$ cat config.mk
export PLATFORM = sky130hd
export DESIGN_NAME = chss_sync_top
export DESIGN_NICKNAME = d
export VERILOG_FILES = /design/src/chss_pkg.sv /design/src/chss_pin_detect.sv /design/src/chss_holdoff.sv /design/src/chss_sync_top.sv
export SDC_FILE = /design/constraint.sdc
export NUM_CORES = 1
export LEC_CHECK = 0
export BUFFER_PORTS_ARGS = -buffer_cell sky130_fd_sc_hd__buf_2
export CAP_MARGIN = 20
export CORE_MARGIN = 1
export CORE_UTILIZATION = 56
export DETAILED_ROUTE_END_ITERATION = 8
export GPL_TIMING_DRIVEN = 1
export PLACE_DENSITY = 0.75
export RECOVER_POWER = 100
export SETUP_SLACK_MARGIN = 0.4
export SLEW_MARGIN = 20
export SYNTH_ARGS = -nofsm -noshare
export SYNTH_HDL_FRONTEND = slang
export SYNTH_SLANG_ARGS = --single-unit
$ cat constraint.sdc
create_clock -name clock -period 2.25 [get_ports clock]
set_input_delay 0.3375 -clock clock [delete_from_list [all_inputs] [get_ports clock]]
set_output_delay 0.3375 -clock clock [all_outputs]
set_load 0.03 [all_outputs]
$ cat src/chss_pkg.sv
// Package with register offsets, field positions and reset values for channel sync
package chss_pkg;
  localparam int NUM_CH = 6;
  localparam int NUM_PINS = 4;
  localparam int CNT_W = 16;
  localparam int ADDR_W = 8;
  localparam int DATA_W = 8;
  // Register byte addresses in the global map
  localparam logic [7:0] ADDR_SOFT_SYNC = 8'h03;
  localparam logic [7:0] ADDR_PIN_SYNC = 8'h04;
  localparam logic [7:0] ADDR_SLEEP = 8'h02;
  // Per-channel register blocks: base plus channel times stride
  localparam logic [7:0] ADDR_CH_BASE = 8'h10;
  localparam logic [7:0] ADDR_CH_STRIDE = 8'h08;
  localparam logic [2:0] CH_START_LO = 3'h0;
  localparam logic [2:0] CH_START_HI = 3'h1;
  localparam logic [2:0] CH_HOP_LO = 3'h2;
  localparam logic [2:0] CH_HOP_HI = 3'h3;
  localparam logic [2:0] CH_NCO_CTRL = 3'h4;
  localparam logic [2:0] CH_STATUS = 3'h5;
  // Soft sync configuration fields
  localparam int SOFT_HOP_BIT = 7;
  localparam int SOFT_START_BIT = 6;
  // Pin sync configuration fields
  localparam int PIN_EDGE_BIT = 7;
  localparam int PIN_HOP_BIT = 6;
  localparam int PIN_START_BIT = 5;
  localparam int PIN_EN_LSB = 0;
  // NCO control field: selected pin
  localparam int NCO_PIN_LSB = 0;
  // Reset values and the hold-off fire count
  localparam logic [7:0] RST_SOFT_SYNC = 8'h00;
  localparam logic [7:0] RST_PIN_SYNC = 8'h00;
  localparam logic [7:0] RST_SLEEP = 8'h00;
  localparam logic [15:0] RST_COUNT = 16'h0000;
  localparam logic [15:0] COUNT_FIRE = 16'h0001;
  localparam logic [1:0] RST_PIN_SEL = 2'h0;
  localparam logic [3:0] RST_PIN_HIST = 4'hF;
  localparam logic [7:0] RST_RD_DATA = 8'h00;
  localparam logic [5:0] RST_CH_FLAGS = 6'h00;
endpackage : chss_pkg

$ cat src/chss_pin_detect.sv
// Sync pin event detector with edge or level sensitivity
`timescale 1ns/10ps
module chss_pin_detect (
  input wire logic clock,
  input wire logic rst,
  input wire logic clk_en,
  input wire logic [3:0] sync_pin,
  input wire logic edge_mode,
  output logic [3:0] pin_event
);
  logic [3:0] prev_pin;
  logic [3:0] next_prev_pin;

  always_comb begin
    next_prev_pin = sync_pin;
    if (edge_mode) begin
      pin_event = sync_pin & ~prev_pin; // RULE4
    end else begin
      pin_event = sync_pin; // RULE15
    end
  end

  always_ff @(posedge clock) begin
    if (rst) begin
      prev_pin <= chss_pkg::RST_PIN_HIST;
    end else if (clk_en) begin
      prev_pin <= next_prev_pin;
    end
  end
endmodule : chss_pin_detect

$ cat src/chss_holdoff.sv
// One hold-off down counter that fires its action at count one
`timescale 1ns/10ps
module chss_holdoff (
  input wire logic clock,
  input wire logic rst,
  input wire logic clk_en,
  input wire logic [15:0] load_value,
  input wire logic trigger,
  output logic fire,
  output logic busy
);
  logic [15:0] count;
  logic [15:0] next_count;
  logic running;
  logic next_running;

  always_comb begin
    next_count = count;
    next_running = running;
    fire = 1'b0;
    if (trigger) begin
      next_count = load_value;
      next_running = (load_value != chss_pkg::RST_COUNT);
    end else if (running) begin
      if (count == chss_pkg::COUNT_FIRE) begin
        fire = 1'b1; // RULE9
        next_running = 1'b0; // RULE16
      end else begin
        next_count = count - 16'h0001; // RULE16
      end
    end
    busy = running;
  end

  always_ff @(posedge clock) begin
    if (rst) begin
      count <= chss_pkg::RST_COUNT;
      running <= 1'b0;
    end else if (clk_en) begin
      count <= next_count;
      running <= next_running;
    end
  end
endmodule : chss_holdoff

$ cat src/chss_sync_top.sv
// Start and hop synchronization control for all channels
`timescale 1ns/10ps
// Contract
// RULE1: Provide start sync and hop sync
// RULE2: Register writes trigger either sync type
// RULE3: Four sync pins, one chosen per channel
// RULE4: Config at 0x04 selects edge/level; rising edge
// RULE5: Reset puts every channel to sleep
// RULE6: Writing zero to sleep bit sleeps channel; a start firing in that same cycle leaves it active
// RULE7: Host enables channels, loads start count first
// RULE8: Host clears soft sync register before enabling
// RULE9: Soft start counts down, activates at one
// RULE10: Serial host writes final soft enable twice
// RULE11: Pin start counts down after pin event
// RULE12: Host writes new words, loads hop count
// RULE13: Soft hop counts down, loads NCO at one
// RULE14: Pin hop counts down, loads NCO at one
// RULE15: Level mode: high pin is sync event
// RULE16: Counters decrement per clock, stop after action
module chss_sync_top (
  input wire logic clock,
  input wire logic rst,
  input wire logic clk_en,
  input wire logic wr_en,
  input wire logic rd_en,
  input wire logic [7:0] addr,
  input wire logic [7:0] wr_data,
  output logic [7:0] rd_data,
  input wire logic [3:0] sync_pin,
  output logic [5:0] ch_active,
  output logic [5:0] ch_start_pulse,
  output logic [5:0] ch_hop_pulse
);
  localparam int N = chss_pkg::NUM_CH;

  logic [7:0] soft_cfg, next_soft_cfg;
  logic [7:0] pin_cfg, next_pin_cfg;
  logic [5:0] sleep_ctl, next_sleep_ctl;
  logic [15:0] start_hold [N];
  logic [15:0] next_start_hold [N];
  logic [15:0] hop_hold [N];
  logic [15:0] next_hop_hold [N];
  logic [1:0] pin_sel [N];
  logic [1:0] next_pin_sel [N];
  logic [7:0] next_rd_data;
  logic [5:0] next_active, next_start_pulse, next_hop_pulse;
  logic [5:0] start_trig, hop_trig, start_fire, hop_fire, start_busy, hop_busy;
  logic [3:0] pin_event;
  logic soft_wr;

  chss_pin_detect u_detect (
    .clock(clock),
    .rst(rst),
    .clk_en(clk_en),
    .sync_pin(sync_pin),
    .edge_mode(pin_cfg[chss_pkg::PIN_EDGE_BIT]),
    .pin_event(pin_event)
  );

  genvar g;
  generate
    for (g = 0; g < N; g++) begin : g_ch
      chss_holdoff u_start (
        .clock(clock),
        .rst(rst),
        .clk_en(clk_en),
        .load_value(start_hold[g]),
        .trigger(start_trig[g]),
        .fire(start_fire[g]),
        .busy(start_busy[g])
      );
      chss_holdoff u_hop (
        .clock(clock),
        .rst(rst),
        .clk_en(clk_en),
        .load_value(hop_hold[g]),
        .trigger(hop_trig[g]),
        .fire(hop_fire[g]),
        .busy(hop_busy[g])
      );
    end
  endgenerate

  // Register writes, triggers and readback
  always_comb begin
    logic [7:0] off;
    logic [2:0] sub;
    logic pin_ok;
    off = 8'h00;
    sub = 3'h0;
    pin_ok = 1'b0;
    next_soft_cfg = soft_cfg;
    next_pin_cfg = pin_cfg;
    next_sleep_ctl = sleep_ctl;
    next_rd_data = 8'h00;
    soft_wr = wr_en && (addr == chss_pkg::ADDR_SOFT_SYNC);
    for (int c = 0; c < N; c++) begin
      next_start_hold[c] = start_hold[c];
      next_hop_hold[c] = hop_hold[c];
      next_pin_sel[c] = pin_sel[c];
    end
    if (wr_en) begin
      if (addr == chss_pkg::ADDR_SOFT_SYNC) begin
        next_soft_cfg = wr_data; // RULE2
      end
      if (addr == chss_pkg::ADDR_PIN_SYNC) begin
        next_pin_cfg = wr_data; // RULE4
      end
      if (addr == chss_pkg::ADDR_SLEEP) begin
        next_sleep_ctl = wr_data[5:0]; // RULE6
      end
    end
    if (rd_en) begin
      if (addr == chss_pkg::ADDR_SOFT_SYNC) begin
        next_rd_data = soft_cfg;
      end
      if (addr == chss_pkg::ADDR_PIN_SYNC) begin
        next_rd_data = pin_cfg;
      end
      if (addr == chss_pkg::ADDR_SLEEP) begin
        next_rd_data = {2'h0, sleep_ctl};
      end
    end
    for (int c = 0; c < N; c++) begin
      off = 8'(chss_pkg::ADDR_CH_BASE + 8'(c) * chss_pkg::ADDR_CH_STRIDE);
      sub = addr[2:0];
      if (addr[7:3] == off[7:3]) begin
        if (wr_en) begin
          case (sub)
            chss_pkg::CH_START_LO: next_start_hold[c][7:0] = wr_data;
            chss_pkg::CH_START_HI: next_start_hold[c][15:8] = wr_data;
            chss_pkg::CH_HOP_LO: next_hop_hold[c][7:0] = wr_data;
            chss_pkg::CH_HOP_HI: next_hop_hold[c][15:8] = wr_data;
            chss_pkg::CH_NCO_CTRL: next_pin_sel[c] = wr_data[1:0]; // RULE3
            default: begin
            end
          endcase
        end
        if (rd_en) begin
          case (sub)
            chss_pkg::CH_START_LO: next_rd_data = start_hold[c][7:0];
            chss_pkg::CH_START_HI: next_rd_data = start_hold[c][15:8];
            chss_pkg::CH_HOP_LO: next_rd_data = hop_hold[c][7:0];
            chss_pkg::CH_HOP_HI: next_rd_data = hop_hold[c][15:8];
            chss_pkg::CH_NCO_CTRL: next_rd_data = {6'h00, pin_sel[c]};
            chss_pkg::CH_STATUS: begin
              next_rd_data = {5'h00, hop_busy[c], start_busy[c], ch_active[c]};
            end
            default: next_rd_data = 8'h00;
          endcase
        end
      end
    end
    // Sync triggers per channel
    for (int c = 0; c < N; c++) begin
      pin_ok = pin_cfg[chss_pkg::PIN_EN_LSB + 32'(pin_sel[c])] && pin_event[pin_sel[c]]; // RULE3
      start_trig[c] = (soft_wr && wr_data[chss_pkg::SOFT_START_BIT] && wr_data[c]) // RULE9
        || (pin_cfg[chss_pkg::PIN_START_BIT] && pin_ok && !start_busy[c]); // RULE11
      hop_trig[c] = (soft_wr && wr_data[chss_pkg::SOFT_HOP_BIT] && wr_data[c]) // RULE13
        || (pin_cfg[chss_pkg::PIN_HOP_BIT] && pin_ok && !hop_busy[c]); // RULE14
    end
  end

  // Channel activation and NCO load strobes
  always_comb begin
    next_active = ch_active;
    for (int c = 0; c < N; c++) begin
      if (wr_en && addr == chss_pkg::ADDR_SLEEP && !wr_data[c]) begin
        next_active[c] = 1'b0; // RULE6
      end
      if (start_fire[c] && sleep_ctl[c]) begin
        next_active[c] = 1'b1; // RULE1
      end
    end
    next_start_pulse = start_fire; // RULE1
    next_hop_pulse = hop_fire; // RULE13
  end

  always_ff @(posedge clock) begin
    if (rst) begin
      soft_cfg <= chss_pkg::RST_SOFT_SYNC;
      pin_cfg <= chss_pkg::RST_PIN_SYNC;
      sleep_ctl <= chss_pkg::RST_SLEEP[5:0];
      rd_data <= chss_pkg::RST_RD_DATA;
      ch_active <= chss_pkg::RST_CH_FLAGS; // RULE5
      ch_start_pulse <= chss_pkg::RST_CH_FLAGS;
      ch_hop_pulse <= chss_pkg::RST_CH_FLAGS;
      for (int c = 0; c < N; c++) begin
        start_hold[c] <= chss_pkg::RST_COUNT;
        hop_hold[c] <= chss_pkg::RST_COUNT;
        pin_sel[c] <= chss_pkg::RST_PIN_SEL;
      end
    end else if (clk_en) begin
      soft_cfg <= next_soft_cfg;
      pin_cfg <= next_pin_cfg;
      sleep_ctl <= next_sleep_ctl;
      rd_data <= next_rd_data;
      ch_active <= next_active;
      ch_start_pulse <= next_start_pulse;
      ch_hop_pulse <= next_hop_pulse;
      for (int c = 0; c < N; c++) begin
        start_hold[c] <= next_start_hold[c];
        hop_hold[c] <= next_hop_hold[c];
        pin_sel[c] <= next_pin_sel[c];
      end
    end
  end
endmodule : chss_sync_top

# Word-level counts from Yosys, hierarchy flattened
# Memories as Yosys holds them, arrays and structs flattened.
# Cells that the tools add are included.
dict set report totals {
  latchBits 0
  wordCells 518
  romBits 0
  ram_bits 204
  regBits 256
  mem_count 3
  output_inout_bits 26
}
dict set report op_classes {
  add_sub_neg 12
  magnitude_cmp 12
  n_mux 256
  bitwise 20
  reduce_logical 140
  n_div 0
  n_shift 0
  eq_ne 38
  mul 0
}
# name words word_bits read_ports rd_ports_with_merged_regs write_ports line_no
set mem_list {}
lappend mem_list {hop_hold 6 16 6 0 6 chss_sync_top.sv:41} ;# logic [15:0] hop_hold [N];
lappend mem_list {start_hold 6 16 6 0 6 chss_sync_top.sv:39} ;# logic [15:0] start_hold [N];
lappend mem_list {pin_sel 6 2 6 0 6 chss_sync_top.sv:43} ;# logic [1:0] pin_sel [N];
# operator count
set op_table {}
lappend op_table {{$mux W16} 72}
lappend op_table {{$mux W8} 40}
lappend op_table {{$pmux W8 S6} 6}
lappend op_table {{$eq A16 B1 Y1 const B} 12}
lappend op_table {{$reduce_bool A16 Y1} 12}
lappend op_table {{$sub A16 B1 Y16 const B} 12}
lappend op_table {{$mux W1} 101}
lappend op_table {{$logic_and A1 B1 Y1} 58}
lappend op_table {{$mux W2} 24}
lappend op_table {{$reduce_and A3 Y1} 15}
lappend op_table {{$reduce_bool A2 Y1} 18}
lappend op_table {{$bmux W1 S2} 12}
lappend op_table {{$lt A2 B4 Y1 const B} 6}
lappend op_table {{$ne A2 B1 Y1 const B} 12}
lappend op_table {{$eq A5 B3 Y1 const B} 4}
lappend op_table {{$logic_not A1 Y1} 18}
lappend op_table {{$lt A2 B3 Y1 const B} 6}
lappend op_table {{$or A1 B1 Y1} 18}
lappend op_table {{$eq A8 B2 Y1 const B} 2}
lappend op_table {{$logic_or A1 B1 Y1} 12}
lappend op_table {{$reduce_and A2 Y1} 6}
lappend op_table {{$eq A5 B2 Y1 const B} 2}
lappend op_table {{$eq A8 B3 Y1 const B} 1}
lappend op_table {{$eq A3 B2 Y1 const B} 2}
lappend op_table {{6 further kinds} 7}

# Logic depth before layout (Yosys ltp)
dict set report depth {
  word_depth 17
  depth_mapped 10
}

# By module
# Synthesis repeated with hierarchy kept, for this count alone.
dict set report hier_totals {
  cells_unflattened 2757
  area_unflattened_um2 25051.5
}
# module area_each_um2 instances cells_each
set by_module_without_submodules {}
lappend by_module_without_submodules {chss_sync_top 10847.9 1 778}
lappend by_module_without_submodules {{chss_holdoff (g_ch[0].u_hop ...)} 1167.4 7 164}
lappend by_module_without_submodules {{chss_holdoff (g_ch[0].u_start ...)} 1172.4 5 163}
lappend by_module_without_submodules {chss_pin_detect 170.2 1 16}

# Worst setup path after synthesis
# Ideal clock, no wire load.
dict set report synth_timing {
  path_kind {input to register}
  from {input addr[1]}
  to {memory start_hold[1][10], enable pin}
  setup_ns 0.292
  t_arrival_ns 2.117
  path_buffers 4
  path_slack_ns -0.159
  stages 7
  cell_sequence {clkbuf_1 clkbuf_1 buf_1 buf_2 nor2_1 a31oi_1 nor2_1}
}
# element line_no
set synth_lines {}
lappend synth_lines {{start: declaration} chss_sync_top.sv:26} ;# input wire logic [7:0] addr,
lappend synth_lines {{end: declaration} chss_sync_top.sv:39}

==> metrics <==
GRT Overall Usage=0.416; YS warnings=0; first-pass iteration count of the detailed router=8; wirelength, routed=around 100 mm; port bufs=50; Mapped Cells=2670; GPL Wtd Cong=~1.1; first-pass GRT wire length=149 mm; CP required=approximately 2.6 ns; Worst Setup Path Type=in -> reg; Tightest Hold Check Type=in -> reg; CTS tree=built; post-route ant nets=0; sequential power share=0.464; FMAX=about 430 MHz; drt wl/cell=~27 um; # setup viols final=104; I/O pin cnt=just over 50; reg2reg start=g_ch[5].u_start.count[9]; clk buf depth=3; Post-Syn Nets=between 2k and 3k; nets=3193; synthesis-stage register bit count=460; RSZ-0062 raised after global routing=true; clock sinks=460; R2R cell count=7; CP endpoint kind=flop; worst hold endpoint=u_detect.prev_pin[1]; min setup slack post-route=-0.0957 ns; vias in the first global route=approximately 25k; Initial Util=0.570; Critical Path AT=approximately 2.7 ns; min-delay src=sync_pin[1]; Clk pwr share=0.435; final instance area=35000 um^2; layout cell share with drive strength beyond 1=0.377; Worst Tran Pin Value=~1.7 ns; Mapped Area=approximately 25000 um^2; Post-Syn Area per Cell=9.46 um^2; final-report max-slew violation count=a little over 60; CTS buffer count=50; final worst path period share=1.04; vias post-DR=roughly 27k; RR Endpoint=g_ch[5].u_start.count[8]; final setup skew=0.0259 ns; Finished Core Util=0.790; sequential area share after synthesis=0.446; Primary FF master, synth=dfxtp_1; chip height=between 200 and 250 um; violated checks=capacitance limit, slew limit, setup timing; Pint=approximately 15 mW; CP Max Fanout=62; Psw=approximately 5.4 mW; Max Cap Viol=1; Distinct cells, synth=between 90 and 100; r2r setup slk=-0.08 ns; row count=77; PwrDens=approximately 590 nW/um^2; CP Launch Type=primary input; peak supply drop=about 0.75 mV; drt via density=7.18; Worst slew margin=-0.159; DRC viols=0; GRT Residual Overflow=0; ys async rst share=0; Static Leak=about 13 nW; die area=around 46000 um^2; setup_tns=-4.97 ns; Detail Placement HPWL=roughly 67 mm; antenna violations before repair=2; Root Buffer=clkbuf_16; Area growth syn-to-layout=38.6%; fill cell count=around 2.6k; final hold vios=0; min Tclk post-route=between 2 and 2.5 ns; Die X=around 210 um; largest net degree at the start of global routing=93; Logic pwr share=0.102; H-tree levels=2; status=complete, but fails checks; initial DRC count=4430; DP Area=just under 30000 um^2; clock-pin slew on the worst setup and hold paths=0.06 ns; Worst-Skew Late Latency=~0.6 ns; Hold Crit Depth=3; EDFF count, synth=204; core area=approximately 44000 um^2; switching share of power=0.259
[Yosys cell counts (18+ instances only)]
| library cell | number | area, um^2 |
|---|---|---|
| a211oi_1 | 18 | 135 |
| a21o_1 | 20 | 150 |
| a21oi_1 | 162 | 811 |
| a31oi_1 | 25 | 156 |
| a32o_1 | 46 | 460 |
| and2_1 | 22 | 138 |
| and3_1 | 24 | 150 |
| buf_2 | 33 | 165 |
| clkbuf_1 | 128 | 480 |
| dfxtp_1 | 256 | 5120 |
| edfxtp_1 | 204 | 6130 |
| ha_1 | 24 | 300 |
| inv_1 | 90 | 338 |
| mux2_2 | 30 | 338 |
| mux2i_1 | 87 | 871 |
| mux4_2 | 32 | 721 |
| nand2_1 | 188 | 706 |
| nand2b_1 | 22 | 138 |
| nand3_1 | 69 | 345 |
| nand4_1 | 43 | 269 |
| nor2_1 | 193 | 724 |
| nor2b_1 | 25 | 156 |
| nor3_1 | 111 | 556 |
| nor4_1 | 149 | 932 |
| o21ai_0 | 168 | 841 |
| o22ai_1 | 29 | 181 |
| o31ai_1 | 27 | 203 |
| o32ai_1 | 50 | 438 |
| or2_2 | 18 | 113 |
| or3_1 | 22 | 138 |
| or4_1 | 31 | 233 |
[layout make-up]
class / instances / area, um^2 / share of cell area
Clock buffer: 64 / 1390 / 0.0396
Clock inverter: 30 / 392 / 0.0112
Antenna cell: 3 / 7.51 / 0.000214
Timing Repair Buffer: 601 / 5200 / 0.148
Sequential cell: 460 / 11300 / 0.323
Tap cell: 592 / 741 / 0.0212
Multi-Input combinational cell: 1939 / 15600 / 0.447
Inverter: 92 / 349 / 0.00997
[sequential cells by signal (all words and copies together), names as in the netlist]
register and count:
g_ch.u_hop.count 96, g_ch.u_start.count 96, hop_hold 96, start_hold 96
pin_sel 12, pin_cfg 8, rd_data 8, soft_cfg 8
ch_active 6, ch_hop_pulse 6, ch_start_pulse 6, g_ch.u_hop.busy 6
g_ch.u_start.busy 6, sleep_ctl 6, u_detect.prev_pin 4
[timing repair]
action	CTS	global route
pin swaps	100	145
hold buffers	1	0
setup endpoints to repair	223	228
cloned	5	5
endpoints found under the hold margin	1	0
setup buffers	60	94
resized for setup	223	325
[cells in the final DEF, fill, tap and decap left out, drive strengths merged, types with 30 or more instances in the layout]
| cell | instances |
|---|---|
| nand2 | 188 |
| dfxtp | 256 |
| nand4 | 43 |
| or4 | 33 |
| nand3 | 69 |
| o32ai | 50 |
| mux2i | 87 |
| a21oi | 162 |
| inv | 92 |
| buf | 571 |
| a32o | 46 |
| edfxtp | 204 |
| mux4 | 32 |
| clkbuf | 93 |
| mux2 | 30 |
| nor3 | 112 |
| nor2 | 200 |
| nor4 | 152 |
| o21ai | 178 |
[routing by layer]
layer  up-vias  global-route usage  wire [um]
li1      11400                   -          -
met1     13000               0.551      37600
met2      2212               0.650      46200
met3       526              0.0990      13100
met4         0               0.179       5860
met5         -                   0          0
[worst max path at each step]
stage	from	end
finish	rst	hop_hold[1][11]
global route	g_ch[5].u_start.count[9]	g_ch[5].u_start.count[8]
CTS	pin_cfg[7]	g_ch[4].u_hop.count[9]
detailed placement	sync_pin[3]	g_ch[0].u_hop.count[6]
global placement	sync_pin[3]	g_ch[1].u_hop.count[7]
floorplan	g_ch[5].u_start.count[7]	g_ch[5].u_start.count[7]
[critical path: stages]
cell	delay [ns]
buf_6	0.16
clkinv_2	0.09
buf_2	1.28
and3_1	0.35
clkbuf_2	0.41
[logic make-up after synthesis]
family,after synthesis,share of synthesized area
buf+inv,274,0.0440
flops,460,0.446
mux,149,0.0764
simple gates,996,0.210
compound gates,766,0.212
fa+ha+maj,24,0.0119
xor+xnor,1,0.000347
[power groups by stage]
stage | sequential (mW) | combinational [mW] | clock (mW)
after global routing | 9.62 | 2.17 | 9.35
after detailed placement | 9.76 | 1.77 | 0
final | 9.61 | 2.11 | 9.02
after floorplan | 9.52 | 1.02 | 0
after global placement | 9.75 | 1.75 | 0
after CTS | 9.58 | 1.86 | 8.99
[metrics by stage]
| step | setup WS, ns | total power, mW | hold WS [ns] | cells |
|---|---|---|---|---|
| after floorplan | -0.0710 | 10.5 | 0.427 | 2670 |
| after global placement | -0.209 | 11.5 | 0.434 | 3519 |
| after detailed placement | -0.254 | 11.5 | 0.444 | 3519 |
| after CTS | 0.0126 | 20.4 | 0.00854 | 3679 |
| after global routing | -0.136 | 21.1 | 0.0428 | 3779 |
| final | -0.0957 | 20.7 | 0.0307 | 3781 |
No activity file was read; power rests on OpenSTA's default activity.
